`config.mk`:
```
export PLATFORM = sky130hd
export DESIGN_NAME = tq_touch_qualifier
export DESIGN_NICKNAME = d
export VERILOG_FILES = /design/src/tq_pkg.sv /design/src/tq_pattern_match.sv /design/src/tq_touch_qualifier.sv
export VERILOG_INCLUDE_DIRS = /design/src
export SDC_FILE = /design/constraint.sdc
export NUM_CORES = 1
export LEC_CHECK = 0
export ABC_AREA = 1
export ABC_CLOCK_PERIOD_IN_PS = 20100
export BUFFER_PORTS_ARGS = -buffer_cell sky130_fd_sc_hd__buf_2
export CORE_UTILIZATION = 55
export CTS_BUF_LIST = sky130_fd_sc_hd__clkbuf_8 sky130_fd_sc_hd__clkbuf_16
export DETAILED_ROUTE_END_ITERATION = 10
export PLACE_DENSITY_LB_ADDON = 0.1
export SLEW_MARGIN = 20
export SYNTH_ARGS = -nofsm -noshare
export SYNTH_HDL_FRONTEND = slang
export SYNTH_SLANG_ARGS = --single-unit
export TNS_END_PERCENT = 1
```
`constraint.sdc`:
```
create_clock -name core_clk -period 20.1 [get_ports core_clk]
set_input_delay 2.01 -clock core_clk [delete_from_list [all_inputs] [get_ports core_clk]]
set_output_delay 2.01 -clock core_clk [all_outputs]
set_load 0.01 [all_outputs]
```
`src/tq_cfg.svh`:
```
/*
 * Constants of the touch event qualifier: register offsets, reset values,
 * field positions and timing figures.
 * Assumes it is included by every file that uses the macros.
 */
`ifndef TQ_CFG_SVH
`define TQ_CFG_SVH

// ----------------------------------------------------------------------
// Register offsets
// ----------------------------------------------------------------------
`define TQ_ADDR_STATUS      8'h00
`define TQ_ADDR_TOUCH       8'h03
`define TQ_ADDR_HOLD        8'h23
`define TQ_ADDR_IRQ_EN      8'h27
`define TQ_ADDR_RPT_EN      8'h28
`define TQ_ADDR_LIMIT       8'h2A
`define TQ_ADDR_PATCFG      8'h2B
`define TQ_ADDR_PATMASK     8'h2D

// ----------------------------------------------------------------------
// Reset values
// ----------------------------------------------------------------------
`define TQ_RST_IRQ_EN       8'hFF
`define TQ_RST_RPT_EN       8'hFF
`define TQ_RST_LIMIT        8'h80
`define TQ_RST_PATCFG       8'h00
`define TQ_RST_PATMASK      8'hFF
`define TQ_RST_HOLD         4'h7

// ----------------------------------------------------------------------
// Field positions
// ----------------------------------------------------------------------
`define TQ_LIMIT_BLK_BIT    7
`define TQ_LIMIT_CNT_HI     3
`define TQ_LIMIT_CNT_LO     2
`define TQ_PAT_EN_BIT       7
`define TQ_PAT_TH_HI        3
`define TQ_PAT_TH_LO        2
`define TQ_PAT_MODE_BIT     1
`define TQ_PAT_ALERT_BIT    0
`define TQ_ST_IRQ_BIT       0
`define TQ_ST_PAT_BIT       1
`define TQ_ST_SEVERAL_TOUCH_FLAG_BIT      2

// ----------------------------------------------------------------------
// Timing and pattern threshold fractions (eighths)
// ----------------------------------------------------------------------
`define TQ_CLK_KHZ          125000
`define TQ_TICK_MS          1
`define TQ_HOLD_STEP_MS     35
`define TQ_REPEAT_MS        175
`define TQ_MS_W             10
`define TQ_MS_MAX           10'h3FF
`define TQ_TICK_W           17
`define TQ_FRAC_SHIFT       3
`define TQ_FRAC_C0          4'h1
`define TQ_FRAC_C1          4'h2
`define TQ_FRAC_C2          4'h3
`define TQ_FRAC_C3          4'h8

`endif

```
`src/tq_pkg.sv`:
```
/*
 * Types of the touch event qualifier.
 * Assumes tq_cfg.svh is on the include path.
 */
`default_nettype none
`include "tq_cfg.svh"

package tq_pkg;

    typedef struct packed {
        logic [7:0]                      irq_enable;
        logic [7:0]                      repeat_enable;
        logic [7:0]                      limit_cfg;
        logic [7:0]                      pattern_cfg;
        logic [7:0]                      pattern_mask;
        logic [3:0]                      hold_sel;
        logic [7:0]                      touch_status;
        logic [7:0]                      held;
        logic [7:0][`TQ_MS_W-1:0]        hold_ms;
        logic [7:0][`TQ_MS_W-1:0]        rep_ms;
        logic [`TQ_TICK_W-1:0]           tick_cnt;
        logic                            tick;
        logic                            pattern_active;
        logic                            pattern_event_flag;
        logic                            several_touch_flag;
        logic                            irq;
        logic [7:0]                      rd_data;
    } tq_state_type;

endpackage : tq_pkg

`default_nettype wire

```
`src/tq_pattern_match.sv`:
```
/*
 * Pattern match of one polling cycle: scales each threshold, marks inputs
 * above it or noisy, then checks that every mask input qualifies, or a minimum count.
 * Assumes all inputs belong to the same polling cycle.
 */
`default_nettype none
`include "tq_cfg.svh"

module tq_pattern_match
    import tq_pkg::*;
(
    input  wire logic [63:0] delta_count,
    input  wire logic [63:0] touch_threshold,
    input  wire logic [7:0]  standby_threshold,
    input  wire logic        standby_active,
    input  wire logic [7:0]  noise_flag,
    input  wire logic [1:0]  pattern_threshold_sel,
    input  wire logic        pattern_match_mode,
    input  wire logic [7:0]  pattern_mask,
    output logic             pattern_hit
);

    logic [3:0] frac;
    logic [7:0] qualified;

    // ------------------------------------------------------------------
    // Threshold fraction in eighths
    // ------------------------------------------------------------------
    always_comb
    begin
        case (pattern_threshold_sel)
            2'b00:   frac = `TQ_FRAC_C0;
            2'b01:   frac = `TQ_FRAC_C1;
            2'b10:   frac = `TQ_FRAC_C2;
            default: frac = `TQ_FRAC_C3;
        endcase
    end

    // ------------------------------------------------------------------
    // Per-input qualification
    // ------------------------------------------------------------------
    genvar i;
    generate
        for (i = 0; i < 8; i++)
        begin : g_in
            logic [7:0]  base;
            logic [11:0] scaled;
            assign base   = standby_active ? standby_threshold
                                           : touch_threshold[i*8 +: 8];
            assign scaled = (12'(base) * 12'(frac)) >> `TQ_FRAC_SHIFT;
            assign qualified[i] = (12'(delta_count[i*8 +: 8]) > scaled) || noise_flag[i];
        end
    endgenerate

    // Every mask input qualified, or count of qualified inputs against count of mask bits
    always_comb
    begin
        if (pattern_match_mode)
            pattern_hit = ((qualified & pattern_mask) == pattern_mask);
        else
            pattern_hit = ($countones(qualified) >= $countones(pattern_mask));
    end

endmodule : tq_pattern_match

`default_nettype wire

```
`src/tq_touch_qualifier.sv`:
```
/*
 * Touch event qualifier: configuration registers, touch blocking,
 * press-and-hold timing with repeat, pattern blocking and the interrupt.
 * Assumes a polling strobe from the sensing front end with per-input touch
 * decisions, delta counts, thresholds and noise flags valid in that cycle,
 * and a simple register port from the serial interface.
 */
`default_nettype none
`include "tq_cfg.svh"

module tq_touch_qualifier
    import tq_pkg::*;
#(
    parameter int TICK_CYCLES = `TQ_TICK_MS * `TQ_CLK_KHZ
)
(
    input  wire logic        core_clk,
    input  wire logic        rst,
    input  wire logic        ce,
    input  wire logic        reg_wr_en,
    input  wire logic        reg_rd_en,
    input  wire logic [7:0]  reg_addr,
    input  wire logic [7:0]  reg_wr_data,
    output logic      [7:0]  reg_rd_data,
    input  wire logic        release_irq_enable,
    input  wire logic        poll_valid,
    input  wire logic [7:0]  touch_detect,
    input  wire logic [63:0] delta_count,
    input  wire logic [63:0] touch_threshold,
    input  wire logic [7:0]  standby_threshold,
    input  wire logic        standby_active,
    input  wire logic [7:0]  noise_flag,
    output logic      [7:0]  touch_status,
    output logic             several_touch_flag,
    output logic             pattern_event_flag,
    output logic             irq
);

    tq_state_type       s;
    tq_state_type       n;
    logic               pattern_hit;
    logic               pat_now;
    logic               irq_clear;
    logic               blocked;
    logic [7:0]         raw;
    logic [7:0]         acc;
    logic [7:0]         touch_evt;
    logic               any_evt;
    logic [3:0]         cnt;
    logic [2:0]         limit;
    logic [`TQ_MS_W-1:0] hold_limit;

    // ------------------------------------------------------------------
    // Pattern detector
    // ------------------------------------------------------------------
    tq_pattern_match u_pattern (
        .delta_count           (delta_count),
        .touch_threshold       (touch_threshold),
        .standby_threshold     (standby_threshold),
        .standby_active        (standby_active),
        .noise_flag            (noise_flag),
        .pattern_threshold_sel (s.pattern_cfg[`TQ_PAT_TH_HI:`TQ_PAT_TH_LO]),
        .pattern_match_mode    (s.pattern_cfg[`TQ_PAT_MODE_BIT]),
        .pattern_mask          (s.pattern_mask),
        .pattern_hit           (pattern_hit)
    );

    // ------------------------------------------------------------------
    // Next state
    // ------------------------------------------------------------------
    always_comb
    begin
        n          = s;
        pat_now    = 1'b0;
        blocked    = 1'b0;
        raw        = 8'h00;
        acc        = s.touch_status;
        touch_evt  = 8'h00;
        any_evt    = 1'b0;
        cnt        = 4'h0;
        limit      = 3'(s.limit_cfg[`TQ_LIMIT_CNT_HI:`TQ_LIMIT_CNT_LO]) + 3'h1;
        hold_limit = `TQ_MS_W'((32'(s.hold_sel) + 32'd1) * `TQ_HOLD_STEP_MS);
        irq_clear  = reg_wr_en && (reg_addr == `TQ_ADDR_STATUS)
                     && !reg_wr_data[`TQ_ST_IRQ_BIT];

        // Millisecond tick
        n.tick = 1'b0;
        if (s.tick_cnt == `TQ_TICK_W'(TICK_CYCLES - 1))
        begin
            n.tick_cnt = '0;
            n.tick     = 1'b1;
        end
        else
            n.tick_cnt = s.tick_cnt + `TQ_TICK_W'(1);

        // Register writes
        if (reg_wr_en)
        begin
            if (reg_addr == `TQ_ADDR_HOLD)
                n.hold_sel = reg_wr_data[3:0];
            else if (reg_addr == `TQ_ADDR_IRQ_EN)
                n.irq_enable = reg_wr_data;
            else if (reg_addr == `TQ_ADDR_RPT_EN)
                n.repeat_enable = reg_wr_data;
            else if (reg_addr == `TQ_ADDR_LIMIT)
                n.limit_cfg = reg_wr_data;
            else if (reg_addr == `TQ_ADDR_PATCFG)
                n.pattern_cfg = reg_wr_data;
            else if (reg_addr == `TQ_ADDR_PATMASK)
                n.pattern_mask = reg_wr_data;
        end

        // Hold and repeat timing of accepted touches
        for (int i = 0; i < 8; i++)
        begin
            if (s.touch_status[i])
            begin
                n.held[i] = s.hold_ms[i] > hold_limit;
                if (s.tick && s.hold_ms[i] != `TQ_MS_MAX)
                    n.hold_ms[i] = s.hold_ms[i] + `TQ_MS_W'(1);
                if (s.held[i] && s.repeat_enable[i])
                begin
                    if (s.rep_ms[i] >= `TQ_MS_W'(`TQ_REPEAT_MS))
                    begin
                        n.rep_ms[i]  = '0;
                        touch_evt[i] = s.irq_enable[i];
                    end
                    else if (s.tick)
                        n.rep_ms[i] = s.rep_ms[i] + `TQ_MS_W'(1);
                end
            end
        end

        // Once per polling cycle
        if (poll_valid)
        begin
            pat_now = s.pattern_cfg[`TQ_PAT_EN_BIT] && pattern_hit;
            n.pattern_active = pat_now;
            raw = pat_now ? 8'h00 : touch_detect;
            if (s.limit_cfg[`TQ_LIMIT_BLK_BIT])
            begin
                acc = raw & s.touch_status;
                cnt = 4'($countones(acc));
                for (int i = 0; i < 8; i++)
                begin
                    if (raw[i] && !acc[i])
                    begin
                        if (cnt < 4'(limit))
                        begin
                            acc[i] = 1'b1;
                            cnt    = cnt + 4'h1;
                        end
                        else
                            blocked = 1'b1;
                    end
                end
            end
            else
                acc = raw;
            n.several_touch_flag = blocked;
            for (int i = 0; i < 8; i++)
            begin
                if (acc[i] && !s.touch_status[i])
                    touch_evt[i] = s.irq_enable[i];
                else if (!acc[i] && s.touch_status[i])
                begin
                    touch_evt[i] = s.irq_enable[i] && release_irq_enable
                                   && (!s.repeat_enable[i] || !s.held[i]);
                    n.hold_ms[i] = '0;
                    n.rep_ms[i]  = '0;
                    n.held[i]    = 1'b0;
                end
            end
            n.touch_status = acc;
            if (pat_now && !s.pattern_active && s.pattern_cfg[`TQ_PAT_ALERT_BIT])
                any_evt = 1'b1;
        end

        any_evt = any_evt || (|touch_evt);
        n.irq   = (s.irq && !irq_clear) || any_evt;
        n.pattern_event_flag = (s.pattern_event_flag
                                && !(irq_clear && !s.pattern_active)) || pat_now;

        // Register reads
        if (reg_rd_en)
        begin
            if (reg_addr == `TQ_ADDR_STATUS)
                n.rd_data = {5'h00, s.several_touch_flag, s.pattern_event_flag, s.irq};
            else if (reg_addr == `TQ_ADDR_TOUCH)
                n.rd_data = s.touch_status;
            else if (reg_addr == `TQ_ADDR_HOLD)
                n.rd_data = {4'h0, s.hold_sel};
            else if (reg_addr == `TQ_ADDR_IRQ_EN)
                n.rd_data = s.irq_enable;
            else if (reg_addr == `TQ_ADDR_RPT_EN)
                n.rd_data = s.repeat_enable;
            else if (reg_addr == `TQ_ADDR_LIMIT)
                n.rd_data = s.limit_cfg;
            else if (reg_addr == `TQ_ADDR_PATCFG)
                n.rd_data = s.pattern_cfg;
            else if (reg_addr == `TQ_ADDR_PATMASK)
                n.rd_data = s.pattern_mask;
            else
                n.rd_data = 8'h00;
        end
    end

    // ------------------------------------------------------------------
    // State register
    // ------------------------------------------------------------------
    always_ff @(posedge core_clk)
    begin
        if (rst)
        begin
            s               <= '0;
            s.irq_enable    <= `TQ_RST_IRQ_EN;
            s.repeat_enable <= `TQ_RST_RPT_EN;
            s.limit_cfg     <= `TQ_RST_LIMIT;
            s.pattern_cfg   <= `TQ_RST_PATCFG;
            s.pattern_mask  <= `TQ_RST_PATMASK;
            s.hold_sel      <= `TQ_RST_HOLD;
        end
        else if (ce)
            s <= n;
    end

    assign reg_rd_data        = s.rd_data;
    assign touch_status       = s.touch_status;
    assign several_touch_flag = s.several_touch_flag;
    assign pattern_event_flag = s.pattern_event_flag;
    assign irq                = s.irq;
endmodule : tq_touch_qualifier

`default_nettype wire

```
==> impl_results.md, run 1 <==
- Asr flop ratio synth: 0%
- Placed insts: 4361
- Cell Area, Synth: 24990 sq um
- Crit-path max FO: 64
- Top-area cell type share of the netlist area: 20.03%
- Max-slew headroom: 25.54%
- Slew @ Worst Pin: 1.113 ns
- Vias in the first global route: 22190
- Most used standard cell by instance count after synthesis: inv_1
- Reg area: 5005 sq um
- Rows: 77
- Initial antenna violation count: 0
- Drt drc: 0
- Pwr dens: 81.05 nW/um^2
- Fmax: 52.59 MHz
- CTS root buf: clkbuf_16
- Avg WL per Cell: 15.88 microns
- Leak pwr: 14.08 nW
- Die Y: 215.1 microns
- Sequential area share after synthesis: 20.03%
- H-tree depth: 1
- Avg Cell Area, Syn: 6.847 sq um
- Slowest library cell on the worst path: fa_2
- Antenna cells: 0
- CTS clk-pin slew, worst paths: 0.06 ns
- Die W: 215.1 microns
- Final Hold Vio Count: 0
- Core area: 44510 sq um
- Final wirelength: 70.16 mm
- Gpl congestion: 0.9967
- Element type at the critical path end: flop
- Synth cell count leaders: inv_1, nand2_1, ha_1, nor2_1, a21oi_1
- Layout cells sized above 1: 12.03%
- Placed Area: 26400 sq um
- Half-perimeter wire length after detailed placement: 54.87 mm
- Cells after synthesis: 3649
- Post-synthesis register bit count: 250
- CTS tree: yes
- Slew Limit Fails: 0
- Worst EP required: 20.54 ns
- Cts bufs inserted: 28
- Port Buffers: 194
- Drt via density: 5.477
- Longest Clk Path Bufs: 3
- Multi-input logic area: 17160 sq um
- Max IR drop VDD: 314.1 uV
- Via count: 24190
- Area leader, netlist: dfxtp_1
- Fin crit period: 19.02 ns
- Layout net count: 4400
- Clk Latency, worst-skew pair: 0.57 ns
- First-pass GRT wire length: 113.7 mm
- YS warnings: 0
- Post-Syn Nets: 4244
- # IOs: 195
- Overflow after GRT: 0
- Library cells used by synthesis: 64
- Die area: 46290 sq um
- Largest net degree at the start of global routing: 72
- Initial Utilization: 56.14%
- Outcome: finished clean
- Synth top area cells: dfxtp_1, ha_1, inv_1, nand2_1, a21oi_1
- Final setup violation count: 0
- Prevailing post-synth register cell: dfxtp_1
- Startpoint Class: input port
- Final Cycle Share: 94.60%
- Worst EP arrival: 19.46 ns
- Clock skew: 0.02579 ns
- Final instance area: 27550 sq um
- Crit path kind: in -> reg
- Clk sink count: 250
- Layout area overhead: 10.24%
- CP most frequent cell: nand2_1
- Max incr delay on CP: 0.60 ns
- Drt pass-1 iters: 5
- Post-synth EDFFs: 0
- GRT Total Usage: 29.98%
- Filler instances: 4284
- Initial DRC count: 1816
- Hold crit path type: reg -> reg
- Post-route ant nets: 0
- Max-cap violations: 0
- Final cell count without fillers: 4417
[logic make-up (layout without fill, tap and decap cells)]
family | after synthesis | count (layout) | share of synthesized area, %
compound gates | 647 | 647 | 15.69
simple gates | 1444 | 1445 | 25.52
flops | 250 | 250 | 20.03
xor+xnor | 117 | 117 | 4.161
fa+ha+maj | 419 | 419 | 22.57
buf+inv | 772 | 947 | 12.02
[power breakdown]
group / internal (mW) / switching (mW)
combinational: 0.412 / 0.783
clock: 0.303 / 0.216
sequential: 0.504 / 0.0150
total: 1.22 / 1.01
[registers in the layout, indices dropped and copies added (netlist names)]
register and flops:
reg_rd_data 8, touch_status 8, several_touch_flag 1, s 231, irq 1, pattern_event_flag 1
[cell usage in the layout (no fill, tap or decap), drive strengths merged, types with 38 or more instances in the layout]
master	n
a211oi	38
a21oi	287
buf	218
dfxtp	250
fa	53
ha	366
inv	681
nand2	643
nand3	186
nand4	63
nor2	369
nor3	77
o211ai	50
o21ai	133
or2	68
xor2	87
[worst max-delay path, delay by kind of cell]
family / cells / cell delay (ns)
compound gates: 16 / 2.52
xor+xnor: 5 / 0.81
fa+ha+maj: 23 / 7.82
buf+inv: 16 / 1.64
simple gates: 42 / 4.55
[final timing paths]
path,from,endpoint,slack [ns],cells after the start
min,s[89]$_SDFFE_PP0P_,s[89]$_SDFFE_PP0P_,0.45,2
min reg2reg,s[89]$_SDFFE_PP0P_,s[89]$_SDFFE_PP0P_,0.45,2
max,standby_active,s[183]$_SDFFE_PP0P_,1.08,102
max reg2reg,s[220]$_SDFFE_PP0P_,s[183]$_SDFFE_PP0P_,1.65,103
[stage by stage]
stage | setup slack, ns | total power, mW | hold slack, ns | TNS, ns | util (%)
global route | -0.05441 | 2.416 | 0.4611 | -0.2001 | 61.89
finish | 1.085 | 2.233 | 0.4456 | 0 | 61.89
floorplan | 1.884 | 1.396 | 0.4223 | 0 | -
detailed placement | 0.2272 | 1.665 | 0.4412 | 0 | 59.30
global placement | 0.4545 | 1.666 | 0.4373 | 0 | 59.30
CTS | 0.7276 | 2.191 | 0.4504 | 0 | 61.37
[per-layer routing]
metal  up-vias  GRT usage (%)  routed length [microns]
li1      12280              -                        -
met1     11050          43.98                    34170
met2       728          46.44                    29660
met3       129          2.958                     4279
met4         0          8.203                     2056
met5         -              0                        0
[layout make-up]
cell class / instances / area share [%]
clock buffer: 34 / 2.884
clock inverter: 16 / 0.4588
inverter: 679 / 9.316
multi-input combinational: 2628 / 62.29
sequential: 250 / 18.17
tap: 592 / 2.689
timing repair buffer: 218 / 4.188
[what timing repair did]
item                       CTS  global route
gates resized for setup      0            47
setup endpoints to repair    0            33
buffers inserted             0             5
hold buffers                 0             0
No activity file was read; power rests on OpenSTA's default activity.
==> run 2, diff against run 1 <==
--- a/config.mk
+++ b/config.mk
@@ -16,5 +16,6 @@
 export SLEW_MARGIN = 20
 export SYNTH_ARGS = -nofsm -noshare
 export SYNTH_HDL_FRONTEND = slang
+export SYNTH_HIERARCHICAL = 1
 export SYNTH_SLANG_ARGS = --single-unit
 export TNS_END_PERCENT = 1
==> run 2 against run 1 <==
Die area down 0.28%; synthesized area fell by 0.29%; combinational power rose by 16%; register-to-register slack gained 0.04 ns; via count increased by 3.4%; total power up 8.3%; non-clock buffer count grew 10; synthesized cell count fell by 0.44%; sequential share of layout area is the same; highest routed layer unchanged.
==> impl_results.md, run 2 <==
- Post-Syn Nets: 4223
- Hold Buf Count CTS: 0
- First-pass GRT wire length: 118.7 mm
- Simple-Gate Fraction of Synth Area: 26.06%
- Met2 usage: 52.41%
- Prevailing post-synth register cell: dfxtp_1
- Most used standard cell by instance count after synthesis: nand2_1
- Crit path kind: in -> reg
- Mux contribution to synthesized area: 0.1205%
- Max IR drop VDD: 269.4 uV
- Initial antenna violation count: 7
- Initial DRC count: 1944
- Compound-cell area share of the yosys netlist: 16.34%
- Synth top area cells: dfxtp_1, ha_1, nand2_1, inv_1, a21oi_1
- Leak pwr: 13.26 nW
- Biggest register: s
- Post-Synth Adder-Cell Area: 22.39%
- Max-cap violations: 0
- Die W: 214.8 microns
- Vias in the first global route: 23780
- GR met1 Demand/Resource: 41.87%
- Element type at the critical path end: flop
- Die Y: 214.8 microns
- Half-perimeter wire length after detailed placement: 57.92 mm
- Final Hold Vio Count: 0
- Number of flip-flops in the largest register: 231
- Cell Area, Synth: 24910 sq um
- Clock skew: 0.02445 ns
- Post-synth EDFFs: 0
- Pwr dens: 87.79 nW/um^2
- Drt via density: 5.668
- Avg WL per Cell: 16.65 microns
- Slowest library cell on the worst path: fa_1
- Rows: 77
- Worst EP arrival: 19.53 ns
- Longest Clk Path Bufs: 3
- Avg Cell Area, Syn: 6.858 sq um
- Final Cycle Share: 94.67%
- Multi-input logic area: 17440 sq um
- Library cells used by synthesis: 62
- Met3 Use GR: 3.312%
- Clk sink count: 250
- Filler instances: 4247
- Largest net degree at the start of global routing: 64
- Fin crit period: 19.03 ns
- Layout cells sized above 1: 11.82%
- Overall power: 2.418 mW
- Startpoint Class: input port
- Drt pass-1 iters: 5
- Max-slew headroom: 23.53%
- CTS tree: yes
- Asr flop ratio synth: 0%
- GRT Total Usage: 31.26%
- Initial Utilization: 56.09%
- Port Buffers: 194
- Drt drc: 0
- Post-synthesis register bit count: 250
- Layout area overhead: 10.56%
- Overflow after GRT: 0
- Post-Route Setup TNS: 0 ns
- CTS root buf: clkbuf_16
- Clk Latency, worst-skew pair: 0.57 ns
- Final setup violation count: 0
- YS warnings: 6
- CP most frequent cell: nand2_1
- Crit-path max FO: 13
- Hold crit path type: reg -> reg
- # IOs: 195
- Largest family of logic cells by synthesized area: simple AND/OR/NAND/NOR gates
- Top-area cell type share of the netlist area: 20.09%
- Synth cell count leaders: nand2_1, inv_1, nor2_1, ha_1, a21oi_1
- Core area: 44410 sq um
- Final wirelength: 73.48 mm
- Sequential area share after synthesis: 20.09%
- Post-route ant nets: 0
- Area leader, netlist: dfxtp_1
- Most common cell after layout, fill and taps aside: nand2_1
- WHS: 0.4585 ns
- Layout net count: 4385
- Reg area: 5005 sq um
- Fmax: 52.55 MHz
- Via count: 25010
- Gpl congestion: 0.9782
- Cells after synthesis: 3633
- Grt peak-use layer: met2
- Slew Limit Fails: 0
- Cts bufs inserted: 28
- Worst EP required: 20.61 ns
- H-tree depth: 1
- Outcome: finished clean
- Die area: 46150 sq um
- CTS clk-pin slew, worst paths: 0.06 ns
- Most frequent cells in the layout: nand2_1, inv_1, nor2_1
- Slew @ Worst Pin: 1.133 ns
- Max incr delay on CP: 0.58 ns
- XOR/XNOR Fraction of Synth Area: 4.480%
[run 2: timing repair]
item	CTS	global route
gates resized for setup	0	49
setup endpoints to repair	0	44
buffers inserted	0	8
[run 2: critical path, delay by kind of cell]
kind	cells	cell delay (ns)
AO/OA/AOI/OAI	13	1.79
AND/OR/NAND/NOR	51	4.88
adder cells (fa/ha/maj)	23	8.39
XOR/XNOR	4	0.61
buffers and inverters	21	1.82
[run 2: final timing paths]
| check | start | end | slack [ns] | cells after the start |
|---|---|---|---|---|
| max | standby_active | s[185]$_SDFFE_PP0P_ | 1.07 | 112 |
| min | s[29]$_SDFFE_PP0P_ | s[29]$_SDFFE_PP0P_ | 0.46 | 1 |
| max reg2reg | s[220]$_SDFFE_PP0P_ | s[185]$_SDFFE_PP0P_ | 1.69 | 111 |
| min reg2reg | s[29]$_SDFFE_PP0P_ | s[29]$_SDFFE_PP0P_ | 0.46 | 1 |
[run 2: cell families after synthesis]
logic type                 after synthesis
DFF                                    250
xor gates and xnor gates               124
adders and majority gates              414
buffers and inverters                  676
and+or+nand+nor                       1464
muxes                                    3
AOI/OAI and AO/OA                      702
[run 2: area by class of cell]
| type | count | share of cell area (%) |
|---|---|---|
| Multi-Input combinational cell | 2708 | 63.33 |
| Inverter | 579 | 7.936 |
| Timing Repair Buffer | 228 | 4.483 |
| Antenna cell | 5 | 0.04542 |
| Clock buffer | 34 | 2.844 |
| Sequential cell | 250 | 18.17 |
| Tap cell | 592 | 2.689 |
| Clock inverter | 17 | 0.5087 |
[run 2: power by group]
group,total [mW],internal [mW],switching (mW),leakage (nW)
Sequential,0.518,0.504,0.0145,2.02
Combinational,1.38,0.466,0.913,10.8
Clock,0.521,0.301,0.221,0.484
[run 2: routing by layer]
layer	part of all wire (%)	wire length [microns]
met2	46	33690
met4	3.2	2334
met3	6.3	4632
met5	0	0
met1	45	32820
[run 2: stage by stage]
stage,setup slack [ns],util (%),area (sq um),std cells
after global routing,-0.09905,62.02,27550,4413
after CTS,0.4453,61.46,27300,4399
final,1.071,62.02,27550,4413
after detailed placement,-0.1019,59.38,26370,4348
after floorplan,1.857,-,24910,3633
after global placement,0.5677,59.38,26370,4348
